**src/mtpc_pkg.sv**
```systemverilog
`default_nettype none
package mtpc_pkg;
    // ==========================================================
    // Clock and drive frequency
    localparam int CLK_HZ        = 25_000_000;
    localparam int FREQ_MIN_HZ   = 105_000;
    localparam int FREQ_MAX_HZ   = 113_000;
    localparam int HALF_W        = 8;
    // Shortest half period rounds up, longest rounds down: both stay in band
    localparam int HALF_MIN      = (CLK_HZ + 2 * FREQ_MAX_HZ - 1) / (2 * FREQ_MAX_HZ);
    localparam int HALF_MAX      = CLK_HZ / (2 * FREQ_MIN_HZ);
    localparam int HALF_INIT     = (HALF_MIN + HALF_MAX) / 2;
    localparam logic [HALF_W-1:0] HALF_MIN_C  = HALF_W'(HALF_MIN);
    localparam logic [HALF_W-1:0] HALF_MAX_C  = HALF_W'(HALF_MAX);
    localparam logic [HALF_W-1:0] HALF_INIT_C = HALF_W'(HALF_INIT);

    // ==========================================================
    // Inverter input voltage, millivolt units
    localparam int VW                   = 15;
    localparam logic [VW-1:0] VIN_MIN_MV  = 15'h0000;
    localparam logic [VW-1:0] VIN_MAX_MV  = 15'h4E20;
    localparam logic [VW-1:0] PING_MV     = 15'h2EE0;
    localparam logic [VW-1:0] CAP_STEP_MV = 15'h0023;

    // ==========================================================
    // Cell current, milliamp RMS units
    localparam int IW                        = 13;
    localparam logic [IW-1:0] ILIM_MULTI_MA  = 13'h0FA0;
    localparam logic [IW-1:0] ILIM_SINGLE_MA = 13'h07D0;

    // ==========================================================
    // Loop constants
    localparam int signed KP_PER_MA   = 1;
    localparam int signed SCALE_MV    = -1;
    localparam logic signed [15:0] PID_LIM = 16'sh07D0;

    // ==========================================================
    // Control update and session timeouts
    localparam int CTRL_PERIOD_US     = 1000;
    localparam int CTRL_CYCLES        = CLK_HZ / 1_000_000 * CTRL_PERIOD_US;
    localparam int PING_TIMEOUT_MS    = 25;
    localparam int XFER_TIMEOUT_MS    = 1800;
    localparam int WD_W               = 11;
    localparam logic [WD_W-1:0] PING_TO_TICKS =
        WD_W'(PING_TIMEOUT_MS * 1000 / CTRL_PERIOD_US);
    localparam logic [WD_W-1:0] XFER_TO_TICKS =
        WD_W'(XFER_TIMEOUT_MS * 1000 / CTRL_PERIOD_US);

    // ==========================================================
    // Message headers and group size
    localparam logic [7:0] HDR_CTRL_ERR  = 8'h03;
    localparam logic [7:0] HDR_END_POWER = 8'h02;
    localparam int MAX_GROUP = 3;

    typedef enum logic [1:0] {ST_IDLE, ST_PING, ST_XFER} mtpc_state_t;
endpackage
`default_nettype wire

```
**src/mtpc_group_check.sv**
```systemverilog
`timescale 1ns/10ps
`default_nettype none
module mtpc_group_check #(
    parameter int NC = 8
) (
    input  wire logic [NC-1:0]    coils,
    input  wire logic [NC*NC-1:0] overlap,
    input  wire logic [NC-1:0]    busy,
    output logic                  ok,
    output logic                  multi
);
    localparam int CW = $clog2(NC + 1);
    logic [NC-1:0] bad;
    logic [CW-1:0] cnt;

    // ==========================================================
    // Every chosen coil must overlap every other chosen coil
    for (genvar i = 0; i < NC; i++) begin : g_pair
        localparam logic [NC-1:0] SELF = NC'(1) << i;
        assign bad[i] = coils[i] & (|(coils & ~overlap[i*NC +: NC] & ~SELF));
    end

    always_comb begin
        cnt = '0;
        for (int k = 0; k < NC; k++) begin
            cnt = cnt + CW'(coils[k]);
        end
    end

    // ==========================================================
    // One to three coils, no pair apart, none held by another transmitter
    always_comb begin
        ok = (cnt >= CW'(1)) && (cnt <= CW'(mtpc_pkg::MAX_GROUP))
            && !(|bad)
            && !(|(coils & busy));
        multi = (cnt >= CW'(2));
    end
endmodule
`default_nettype wire

```
**src/mtpc_half_bridge_div.sv**
```systemverilog
`timescale 1ns/10ps
`default_nettype none
module mtpc_half_bridge_div #(
    parameter int W = 8
) (
    input  wire logic         clk,
    input  wire logic         rst_n,
    input  wire logic         en,
    input  wire logic [W-1:0] half_period,
    output logic              drive
);
    typedef struct packed {
        logic [W-1:0] cnt;
        logic [W-1:0] period;
        logic         level;
    } mtpc_div_st_t;

    mtpc_div_st_t s;
    mtpc_div_st_t next_s;

    // ==========================================================
    // Period reloads only at the end of a full cycle, so duty stays 50%
    always_comb begin
        next_s = s;
        if (!en) begin
            next_s.cnt    = '0;
            next_s.level  = 1'b0;
            next_s.period = half_period;
        end else if (s.cnt >= s.period - W'(1)) begin
            next_s.cnt   = '0;
            next_s.level = ~s.level;
            if (s.level) begin
                next_s.period = half_period;
            end
        end else begin
            next_s.cnt = s.cnt + W'(1);
        end
    end

    always_ff @(posedge clk) begin
        if (!rst_n) begin
            s <= '0;
        end else begin
            s <= next_s;
        end
    end

    assign drive = s.level;
endmodule
`default_nettype wire

```
**src/mtpc_ctrl.sv**
```systemverilog
// Overview of operation
// - Decode receiver messages; drive mux, frequency, voltage.
// - Coil group follows the receiver position.
// - Group holds one, two or three coils.
// - Every selected coil overlaps all others.
// - Parallel switch open for one coil only.
// - Drive frequency kept within 105-113 kHz.
// - Voltage commanded over 0 to 20 V.
// - Setpoint steps no coarser than 35 mV.
// - Digital ping starts at 12 V.
// - PID loop controls inverter input voltage.
// - Cell current measured to 5 mA.
// - Cap current 4 A multi, 2 A single.
// - Lower the voltage ceiling to cap current.
// - Gain 1/mA, limit 2000, scale -1 mV.
// - One receiver served per instance.
// - Own inverter and current sense per instance.
// - No coil shared between two inverters.
`timescale 1ns/10ps
`default_nettype none
module mtpc_ctrl #(
    parameter int               NC          = 8,
    parameter logic [NC*NC-1:0] OVERLAP     = '1,
    parameter int               CTRL_CYCLES = mtpc_pkg::CTRL_CYCLES
) (
    input  wire logic                         clk,
    input  wire logic                         rst_n,
    input  wire logic                         ping_start,
    input  wire logic                         power_stop,
    input  wire logic                         pos_valid,
    input  wire logic [NC-1:0]                pos_coils,
    input  wire logic [NC-1:0]                other_tx_coils,
    input  wire logic                         msg_valid,
    input  wire logic [7:0]                   msg_header,
    input  wire logic [7:0]                   msg_payload,
    input  wire logic                         cur_valid,
    input  wire logic [mtpc_pkg::IW-1:0]      cur_ma,
    input  wire logic                         freq_valid,
    input  wire logic [mtpc_pkg::HALF_W-1:0]  freq_half_period,
    output logic [NC-1:0]                     coil_sel,
    output logic                              parallel_sw,
    output logic                              inverter_drive,
    output logic [mtpc_pkg::HALF_W-1:0]       drive_frequency,
    output logic [mtpc_pkg::VW-1:0]           volt_setpoint_mv,
    output logic                              power_active,
    output logic                              group_reject,
    output logic                              current_limited,
    output logic                              session_abort
);
    localparam int TW = $clog2(CTRL_CYCLES + 1);
    localparam int VW = mtpc_pkg::VW;
    localparam int IW = mtpc_pkg::IW;
    localparam int WW = mtpc_pkg::WD_W;

    typedef struct packed {
        mtpc_pkg::mtpc_state_t         state;
        logic [TW-1:0]                 tick_cnt;
        logic                          tick;
        logic [WW-1:0]                 wd_cnt;
        logic [NC-1:0]                 coil_sel;
        logic                          parallel_sw;
        logic [mtpc_pkg::HALF_W-1:0]   half_period;
        logic [VW-1:0]                 setpoint;
        logic [VW-1:0]                 ceiling;
        logic [IW-1:0]                 i_meas;
        logic [IW:0]                   target;
        logic                          target_ok;
        logic                          power_active;
        logic                          group_reject;
        logic                          current_limited;
        logic                          session_abort;
    } mtpc_ctrl_st_t;

    mtpc_ctrl_st_t s;
    mtpc_ctrl_st_t next_s;

    logic chk_ok;
    logic chk_multi;
    logic drive_q;

    // ==========================================================
    // Group check and inverter divider
    mtpc_group_check #(
        .NC (NC)
    ) u_check (
        .coils   (pos_coils),
        .overlap (OVERLAP),
        .busy    (other_tx_coils),
        .ok      (chk_ok),
        .multi   (chk_multi)
    );

    mtpc_half_bridge_div #(
        .W (mtpc_pkg::HALF_W)
    ) u_div (
        .clk         (clk),
        .rst_n       (rst_n),
        .en          (s.power_active),
        .half_period (s.half_period),
        .drive       (drive_q)
    );

    // ==========================================================
    // Next state
    logic signed [VW+1:0] cand;
    logic signed [15:0]   err;
    logic signed [15:0]   pid_raw;
    logic signed [15:0]   pid;
    logic signed [21:0]   prod;
    logic signed [15:0]   tgt;
    logic [IW-1:0]        lim;
    logic                 over;
    logic                 is_ctrl;
    logic                 is_end;
    logic                 conflict;
    logic                 wd_expired;

    always_comb begin
        cand       = '0;
        err        = '0;
        pid_raw    = '0;
        pid        = '0;
        prod       = '0;
        tgt        = '0;
        lim        = '0;
        over       = 1'b0;
        is_ctrl    = 1'b0;
        is_end     = 1'b0;
        conflict   = 1'b0;
        wd_expired = 1'b0;
        next_s     = s;
        next_s.group_reject  = 1'b0;
        next_s.session_abort = 1'b0;
        next_s.tick          = 1'b0;

        // Control update tick
        if (s.tick_cnt == TW'(CTRL_CYCLES - 1)) begin
            next_s.tick_cnt = '0;
            next_s.tick     = 1'b1;
        end else begin
            next_s.tick_cnt = s.tick_cnt + TW'(1);
        end

        // Only this instance's own sense channel feeds its loop
        if (cur_valid) begin
            next_s.i_meas = cur_ma;
        end

        // Frequency request held inside the operating band
        if (freq_valid) begin
            if (freq_half_period < mtpc_pkg::HALF_MIN_C) begin
                next_s.half_period = mtpc_pkg::HALF_MIN_C;
            end else if (freq_half_period > mtpc_pkg::HALF_MAX_C) begin
                next_s.half_period = mtpc_pkg::HALF_MAX_C;
            end else begin
                next_s.half_period = freq_half_period;
            end
        end

        // ======================================================
        // Current cap, independent of the loop
        lim  = s.parallel_sw ? mtpc_pkg::ILIM_MULTI_MA : mtpc_pkg::ILIM_SINGLE_MA;
        over = s.power_active && (s.i_meas > lim);
        if (over) begin
            // Ceiling drops below the present setpoint each cycle over limit
            if (s.setpoint > mtpc_pkg::CAP_STEP_MV) begin
                next_s.ceiling = s.setpoint - mtpc_pkg::CAP_STEP_MV;
            end else begin
                next_s.ceiling = mtpc_pkg::VIN_MIN_MV;
            end
            next_s.current_limited = 1'b1;
        end else if (s.tick) begin
            // Slow release avoids bouncing off the cap
            if (s.ceiling > mtpc_pkg::VIN_MAX_MV - mtpc_pkg::CAP_STEP_MV) begin
                next_s.ceiling = mtpc_pkg::VIN_MAX_MV;
            end else begin
                next_s.ceiling = s.ceiling + mtpc_pkg::CAP_STEP_MV;
            end
            next_s.current_limited = 1'b0;
        end

        // ======================================================
        // Message decode and session watchdog
        is_ctrl  = msg_valid && (msg_header == mtpc_pkg::HDR_CTRL_ERR);
        is_end   = msg_valid && (msg_header == mtpc_pkg::HDR_END_POWER);
        conflict = |(s.coil_sel & other_tx_coils);
        if (s.tick && (s.wd_cnt != '1)) begin
            next_s.wd_cnt = s.wd_cnt + WW'(1);
        end
        wd_expired = (s.state == mtpc_pkg::ST_PING) ? (s.wd_cnt >= mtpc_pkg::PING_TO_TICKS)
                                                    : (s.wd_cnt >= mtpc_pkg::XFER_TO_TICKS);

        cand = $signed({2'b00, s.setpoint});

        case (s.state)
            mtpc_pkg::ST_IDLE: begin
                if (pos_valid) begin
                    if (chk_ok) begin
                        next_s.coil_sel    = pos_coils;
                        next_s.parallel_sw = chk_multi;
                    end else begin
                        next_s.group_reject = 1'b1;
                    end
                end
                if (ping_start && (|s.coil_sel) && !conflict) begin
                    next_s.state        = mtpc_pkg::ST_PING;
                    next_s.power_active = 1'b1;
                    next_s.ceiling      = mtpc_pkg::VIN_MAX_MV;
                    next_s.target_ok    = 1'b0;
                    next_s.wd_cnt       = '0;
                    cand = $signed({2'b00, mtpc_pkg::PING_MV});
                end
            end
            mtpc_pkg::ST_PING, mtpc_pkg::ST_XFER: begin
                // Group is frozen while a receiver is served
                if (pos_valid) begin
                    next_s.group_reject = 1'b1;
                end
                if (power_stop || is_end || conflict || wd_expired) begin
                    next_s.state         = mtpc_pkg::ST_IDLE;
                    next_s.power_active  = 1'b0;
                    next_s.target_ok     = 1'b0;
                    next_s.session_abort = conflict || wd_expired;
                    cand = '0;
                end else begin
                    if (is_ctrl) begin
                        // Target current scaled by one plus the signed error over 128
                        prod = $signed({1'b0, s.i_meas}) * $signed(msg_payload);
                        tgt  = 16'($signed({3'b000, s.i_meas}) + (prod >>> 7));
                        next_s.target    = (tgt < 0) ? '0 : tgt[IW:0];
                        next_s.target_ok = 1'b1;
                        next_s.state     = mtpc_pkg::ST_XFER;
                        next_s.wd_cnt    = '0;
                    end
                    if ((s.state == mtpc_pkg::ST_XFER) && s.tick && s.target_ok) begin
                        // Proportional path only: integral and derivative gains are zero
                        err     = $signed({3'b000, s.i_meas}) - $signed({2'b00, s.target});
                        pid_raw = 16'(mtpc_pkg::KP_PER_MA * err);
                        if (pid_raw > mtpc_pkg::PID_LIM) begin
                            pid = mtpc_pkg::PID_LIM;
                        end else if (pid_raw < -mtpc_pkg::PID_LIM) begin
                            pid = -mtpc_pkg::PID_LIM;
                        end else begin
                            pid = pid_raw;
                        end
                        // One count of loop output lowers the setpoint by one millivolt
                        cand = (VW+2)'($signed({2'b00, s.setpoint})
                               + mtpc_pkg::SCALE_MV * pid);
                    end
                end
            end
            default: begin
                next_s.state        = mtpc_pkg::ST_IDLE;
                next_s.power_active = 1'b0;
                cand = '0;
            end
        endcase

        // ======================================================
        // Setpoint saturation
        if (cand < 0) begin
            next_s.setpoint = mtpc_pkg::VIN_MIN_MV;
        end else if (cand > $signed({2'b00, next_s.ceiling})) begin
            next_s.setpoint = next_s.ceiling;
        end else begin
            next_s.setpoint = cand[VW-1:0];
        end
    end

    // ==========================================================
    // State register
    always_ff @(posedge clk) begin
        if (!rst_n) begin
            s             <= '0;
            s.state       <= mtpc_pkg::ST_IDLE;
            s.ceiling     <= mtpc_pkg::VIN_MAX_MV;
            s.half_period <= mtpc_pkg::HALF_INIT_C;
        end else begin
            s <= next_s;
        end
    end

    // ==========================================================
    // Outputs, all from flip-flops
    assign coil_sel         = s.coil_sel;
    assign parallel_sw      = s.parallel_sw;
    assign inverter_drive   = drive_q;
    assign drive_frequency  = s.half_period;
    assign volt_setpoint_mv = s.setpoint;
    assign power_active     = s.power_active;
    assign group_reject     = s.group_reject;
    assign current_limited  = s.current_limited;
    assign session_abort    = s.session_abort;
endmodule
`default_nettype wire

```
**config.mk**
```make
export PLATFORM = sky130hd
export DESIGN_NAME = mtpc_ctrl
export DESIGN_NICKNAME = d
export VERILOG_FILES = /design/src/mtpc_pkg.sv /design/src/mtpc_group_check.sv /design/src/mtpc_half_bridge_div.sv /design/src/mtpc_ctrl.sv
export SDC_FILE = /design/constraint.sdc
export NUM_CORES = 1
export LEC_CHECK = 0
export BUFFER_PORTS_ARGS = -buffer_cell sky130_fd_sc_hd__buf_2
export CORE_MARGIN = 10
export CORE_UTILIZATION = 55
export DETAILED_ROUTE_END_ITERATION = 8
export GPL_TIMING_DRIVEN = 0
export PLACE_DENSITY = 0.77
export SETUP_SLACK_MARGIN = 0.02
export SYNTH_ARGS = -nofsm -noshare
export SYNTH_HDL_FRONTEND = slang
export SYNTH_SLANG_ARGS = --single-unit
```
**constraint.sdc**
```tcl
create_clock -name clk -period 7.6 [get_ports clk]
set_input_delay 1.14 -clock clk [delete_from_list [all_inputs] [get_ports clk]]
set_output_delay 1.14 -clock clk [all_outputs]
set_load 0.005 [all_outputs]
```
==> Word level (Yosys, flattened, before mapping) <==
Index checks and enable logic that the tools add are counted.
{ "totals": {"regBits": 125, "output_inout_bits": 37, "wordCells": 149} }
{ "classes": {"add_sub_neg": 17, "n_mul": 1, "n_lt_le_gt_ge": 16, "n_eq_ne": 11, "mux": 45, "bitwise_logic": 6, "reduce_logical": 34} }
{ "op_table": {"columns": ["op", "count"], "rows": [
  ["15-bit two-way mux", 8],
  ["16-bit two-way mux", 5],
  ["11-bit two-way mux", 4],
  ["17-bit two-way mux", 2],
  ["17-bit one-hot mux with 2 select lines", 1],
  ["4-bit by 1-bit adder with 4-bit output", 6],
  ["8-bit two-way mux", 3],
  ["8-bit OR reduction", 3],
  ["14-bit by 8-bit multiplier with 22-bit output", 1],
  ["11-bit one-hot mux with 2 select lines", 1],
  ["9-bit two-way mux", 2],
  ["16-bit by 17-bit adder with 17-bit output", 1],
  ["17-bit by 16-bit greater-than comparator with 1-bit output", 1],
  ["17-bit by 1-bit less-than comparator with 1-bit output, second input constant", 1],
  ["16-bit negator with 17-bit output", 1],
  ["14-bit by 15-bit adder with 16-bit output", 1],
  ["8-bit bitwise AND", 2],
  ["8-bit by 2-bit equality test with 1-bit output, second input constant", 2],
  ["16-bit by 1-bit less-than comparator with 1-bit output, second input constant", 1],
  ["15-bit by 1-bit adder with 15-bit output, second input constant", 1],
  ["15-bit by 6-bit adder with 15-bit output, second input constant", 1],
  ["15-bit equality test, second input constant", 1],
  ["15-bit by 12-bit greater-than comparator with 1-bit output, second input constant", 1],
  ["15-bit greater-than comparator, second input constant", 1],
  ["other kinds (39)", 79]
]} }

==> Depth between registers and ports, before layout <==
{ "logic_depth": {"word_depth": 14, "ltp_mapped": 35, "ltp_nobuf": 33} }

==> Hierarchy <==
A second synthesis with hierarchy kept.
{ "unflattened": {"cells_unflattened": 1600, "hier_area_um2": 12863.6} }
{ "modules_own_cells": {"columns": ["mod", "instances", "cells_each", "area_each_um2"], "rows": [
  ["mtpc_ctrl", 1, 1411, 11304.6],
  ["mtpc_half_bridge_div", 1, 112, 977.2],
  ["mtpc_group_check", 1, 77, 581.8]
]} }

==> Worst setup path before layout <==
No wires, ideal clock.
{ "synth_timing": {"path_kind": "input-to-reg", "from": "input port msg_payload[7]", "to": "register s[10] (netlist bit)", "setup_time_ps": 128, "arrival_time_ps": 7235, "setup_slack_ps": 237, "path_stages": 26, "cell_sequence": "clkbuf_1 nand2_1 fa_1 inv_1 fa_1 fa_1 fa_1 ha_1 a21o_1 a31oi_1 nor2b_1 nor2_1 nor2b_1 nor2_1 nor2b_1 nor2_1 xnor2_1 ha_1 or3_1 o211ai_1 o211ai_1 o41ai_1 o21ai_0 nand4_1 clkbuf_1 o21ai_0"} }
{ "synth_via": {"elab_chain_cells": 4} }
{ "synth_lines": {"columns": ["item", "line_no", "source"], "rows": [
  ["start: declaration", "mtpc_ctrl.sv:35", "input wire logic [7:0] msg_payload,"],
  ["14-bit by 8-bit multiplier with 22-bit output *", "mtpc_ctrl.sv:228", "prod = $signed({1'b0, s.i_meas}) * $signed(msg_payload);"],
  ["14-bit by 15-bit adder with 16-bit output *", "mtpc_ctrl.sv:229", "tgt = 16'($signed({3'b000, s.i_meas}) + (prod >>> 7));"],
  ["16-bit by 1-bit less-than comparator with 1-bit output", "mtpc_ctrl.sv:230", "next_s.target = (tgt < 0) ? '0 : tgt[IW:0];"],
  ["14-bit two-way mux *", "mtpc_ctrl.sv:230", null],
  ["end signal: assignment", "mtpc_ctrl.sv:279", "s <= next_s;"],
  ["end: declaration", "mtpc_ctrl.sv:74", "mtpc_ctrl_st_t s;"]
]} }
Every way passes the cells marked *; elsewhere a longest branch is shown, timed or not.
A chain may end at the register's enable or synchronous reset.

==> Final worst setup path <==
{ "layout_timing": {"from": "input port msg_payload[7]", "to": "register s[14] (netlist bit)"} }
Same word-level chain as after synthesis.

==> flow_metrics.py <==
metrics = {
    "clock_network": {
        "cts_sinks": 125,
        "ctsHtreeMaxLevel": 4,
        "clock_latency_ps": 430,
        "cts.hold.buffers_added": 0,
        "cts_root_buf": "clkbuf_16",
        "cts.path.max_buffers": 2,
        "clk_pin_slew_ps": 60,
        "cts_buffers": 17,
        "cts_tree": "done",
    },
    "timing": {
        "worstMarginPinSlew_ps": 943,
        "clock.fmax_ghz": 0.138,
        "whs_ps": 455,
        "slew_violations": 0,
        "finalSetupViolations": 0,
        "clock_skew_ps": 10.7,
        "maxSlewHeadroom_pct": 37.1,
        "min_period_over_period_pct": 95.1,
        "finalHoldViolations": 0,
        "fin_crit_ps": 7230,
    },
    "setup_path": {
        "crit_required_ps": 7910,
        "r2r_cells": 33,
        "critPathKind": "in -> reg",
        "endpoint": "s[14]",
        "crit_path_frequent_cell": "fa_1",
        "cp_slowest_stage_delay_ps": 540,
        "arrival_ps": 7540,
        "crit_fanout": 13,
        "cp-startpoint": "msg_payload[7]",
        "start_kind": "primary input",
        "end_kind": "register",
        "cp_slowest_cell": "fa_1",
        "rr_startpoint": "s[19]",
        "reg2reg_to": "volt_setpoint_mv[9]",
        "ff2ff_setup_slack_ps": 480,
    },
    "pwr": {
        "ir_worst_vdd_mv": 0.125,
        "power.density_nw_per_um2": 189,
        "p_leak_uw": 0.00671,
    },
    "floorplanning": {
        "die_w_um": 171,
        "dieArea_um2": 29200,
        "rows": 55,
        "io-pin-count": 98,
        "die_y_um": 171,
        "coreArea_um2": 22500,
        "initial_core_util_pct": 55.7,
    },
    "grt": {
        "grt_max_degree": 17,
        "grt_overflow_total": 0,
        "grt_pass1_vias": 10890,
        "antenna_found_initial": 0,
        "grtUsageTotal_pct": 22.7,
        "grt_pass1_wl_mm": 53.6,
    },
    "detailed_routing": {
        "route.detailed.drc": 0,
        "via_per_inst": 5.75,
        "via_count": 11099,
        "drtIter0Drc": 708,
        "wl_per_cell_um": 17.2,
        "wl_mm": 33.3,
        "ant_nets": 0,
        "drt_pre_antenna_iters": 8,
    },
    "job": {
        "cap_violations": 0,
    },
    "placement": {
        "portBuffers": 95,
        "place_hpwl_mm": 26.1,
        "place.gp.congestion": 0.899,
    },
    "layout": {
        "final_util_pct": 62.4,
        "n_fill_cell": 1926,
        "area_delta_synth_final_pct": 12.0,
        "layout-drive-gt1-share_pct": 12.9,
        "final_nets": 1903,
    },
    "yosys": {
        "synth.net_count": 1795,
        "synth_edf_count": 0,
        "syn_avg_cell_area_um2": 8.23,
        "yosysWarningCount": 0,
        "async_flop_share_pct": 0,
        "syn_inst": 1524,
        "ys_seq_area_share_pct": 20.0,
        "synth.ff_latch_count": 125,
        "synthFlopType": "dfxtp_1",
        "synth_cell_types": 81,
        "synth_area_um2": 12500,
    },
    "hold_path": {
        "hold_class": "reg -> reg",
    },
    "run_status": {
        "status": "finished clean",
    },
}
==> state kept, by name (all words and copies together) (netlist names) <==
register          flops
coil_sel              8
current_limited       1
group_reject          1
parallel_sw           1
u_div.drive           1
s                    72
power_active          1
session_abort         1
drive_frequency       8
volt_setpoint_mv     15
u_div.s              16
==> per-layer routing <==
layer | part of all wire [%] | vias to the layer above | global-route usage (%) | wire (µm)
met5 | 0 | - | 0 | 0
met4 | 2.6 | 0 | 7.75 | 854
met3 | 6.7 | 61 | 4.72 | 2240
met2 | 48 | 330 | 38.4 | 15900
met1 | 43 | 5316 | 28.0 | 14200
li1 | - | 5392 | - | -
==> stage by stage <==
step / cell area (µm²) / std cells / setup TNS (ps) / power (µW) / setup slack, ps
CTS: 14000 / 1929 / 0 / 2640 / 39.7
finish: 14000 / 1931 / 0 / 2660 / 370
global placement: 13400 / 1904 / -12440 / 1740 / -1020
detailed placement: 13400 / 1904 / -13900 / 1770 / -1130
global route: 14000 / 1930 / -13.5 / 2830 / -7.51
floorplan: 12500 / 1524 / 0 / 1540 / 237
==> report_power, final <==
group	leakage, µW	switching (µW)	internal (µW)
clock network	0.000294	361	505
logic	0.00540	616	479
registers	0.00101	26.9	671
==> worst min path at each step <==
stage | startpoint | end | slack (ps) | cells past startpoint
after floorplan | s[91] | s[91] | 420 | 1
after global placement | s[91] | s[91] | 430 | 1
after detailed placement | s[17] | s[17] | 440 | 1
after CTS | s[17] | s[17] | 460 | 1
after global routing | s[17] | s[17] | 480 | 1
final | s[11] | s[11] | 460 | 2
==> cell usage after synthesis, types with 3 or more instances <==
library cell | count | area, µm²
a211oi_1 | 10 | 75.1
a21boi_0 | 3 | 22.5
a21o_1 | 19 | 143
a21oi_1 | 48 | 240
a221o_1 | 4 | 40.0
a22oi_1 | 10 | 75.1
a31o_2 | 5 | 43.8
a31oi_1 | 9 | 56.3
and2_1 | 63 | 394
and3_1 | 20 | 125
buf_1 | 3 | 11.3
buf_4 | 33 | 248
buf_6 | 3 | 33.8
clkbuf_1 | 33 | 124
clkbuf_8 | 3 | 41.3
dfxtp_1 | 125 | 2500
fa_1 | 72 | 1440
ha_1 | 138 | 1730
inv_1 | 161 | 604
mux2i_1 | 40 | 400
nand2_1 | 129 | 484
nand2b_1 | 19 | 119
nand3_1 | 37 | 185
nand4_1 | 22 | 138
nor2_1 | 161 | 604
nor2b_1 | 15 | 93.8
nor3_1 | 20 | 100
nor3b_1 | 4 | 30.0
nor4_1 | 7 | 43.8
o2111ai_1 | 4 | 35.0
o211a_1 | 10 | 100
o211ai_1 | 11 | 82.6
o21a_1 | 14 | 105
o21ai_0 | 60 | 300
o21ai_1 | 7 | 35.0
o21bai_1 | 9 | 67.6
o22ai_1 | 18 | 113
o31ai_1 | 7 | 52.6
o41ai_1 | 3 | 26.3
or2_2 | 6 | 37.5
or2b_1 | 4 | 30.0
or3_1 | 11 | 68.8
or4_1 | 3 | 22.5
xnor2_1 | 51 | 447
xor2_1 | 46 | 403
==> timing repair <==
| item | CTS | global route |
|---|---|---|
| endpoints found under the hold margin | 0 | 0 |
| pin swaps | 0 | 4 |
| buffers inserted | 0 | 1 |
| setup endpoints to repair | 14 | 29 |
| resized for setup | 2 | 18 |
| cloned | 0 | 0 |
==> worst max-delay path, delay by kind of cell <==
kind | cells | cell delay [ps]
xor+xnor | 1 | 140
simple gates | 9 | 1380
compound gates | 7 | 1570
buf+inv | 3 | 570
fa+ha+maj | 6 | 2740
==> kinds of logic after synthesis <==
family / Yosys count / synth area share [%]
AO/OA/AOI/OAI: 276 / 15.1
buffers and inverters: 237 / 8.51
AND/OR/NAND/NOR: 538 / 21.0
XOR/XNOR: 97 / 6.78
flip-flops: 125 / 20.0
adder cells (fa/ha/maj): 210 / 25.3
multiplexers: 41 / 3.30
==> layout make-up <==
class	count	area, µm²	share of cell area, %
timing repair buffer	97	488	3.48
multi-input combinational	1162	9040	64.4
clock inverter	14	170	1.21
antenna	1	2.50	0.0178
clock buffer	18	439	3.13
tap	285	357	2.54
buffer	68	435	3.10
inverter	161	604	4.30
sequential	125	2500	17.8
==> cell usage in the layout, fill, tap and decap left out, drive strengths merged, types with 20 or more instances in the layout <==
cell type,netlist,final
a21o,20,20
a21oi,48,48
and2,63,63
and3,20,20
buf,40,138
clkbuf,36,45
dfxtp,125,125
fa,72,72
ha,138,138
inv,161,169
mux2i,41,41
nand2,130,130
nand3,37,37
nand4,22,22
nor2,162,162
nor3,21,21
o21ai,68,68
xnor2,51,51
xor2,46,46
Note: power is estimated with default switching activity, not from simulation.
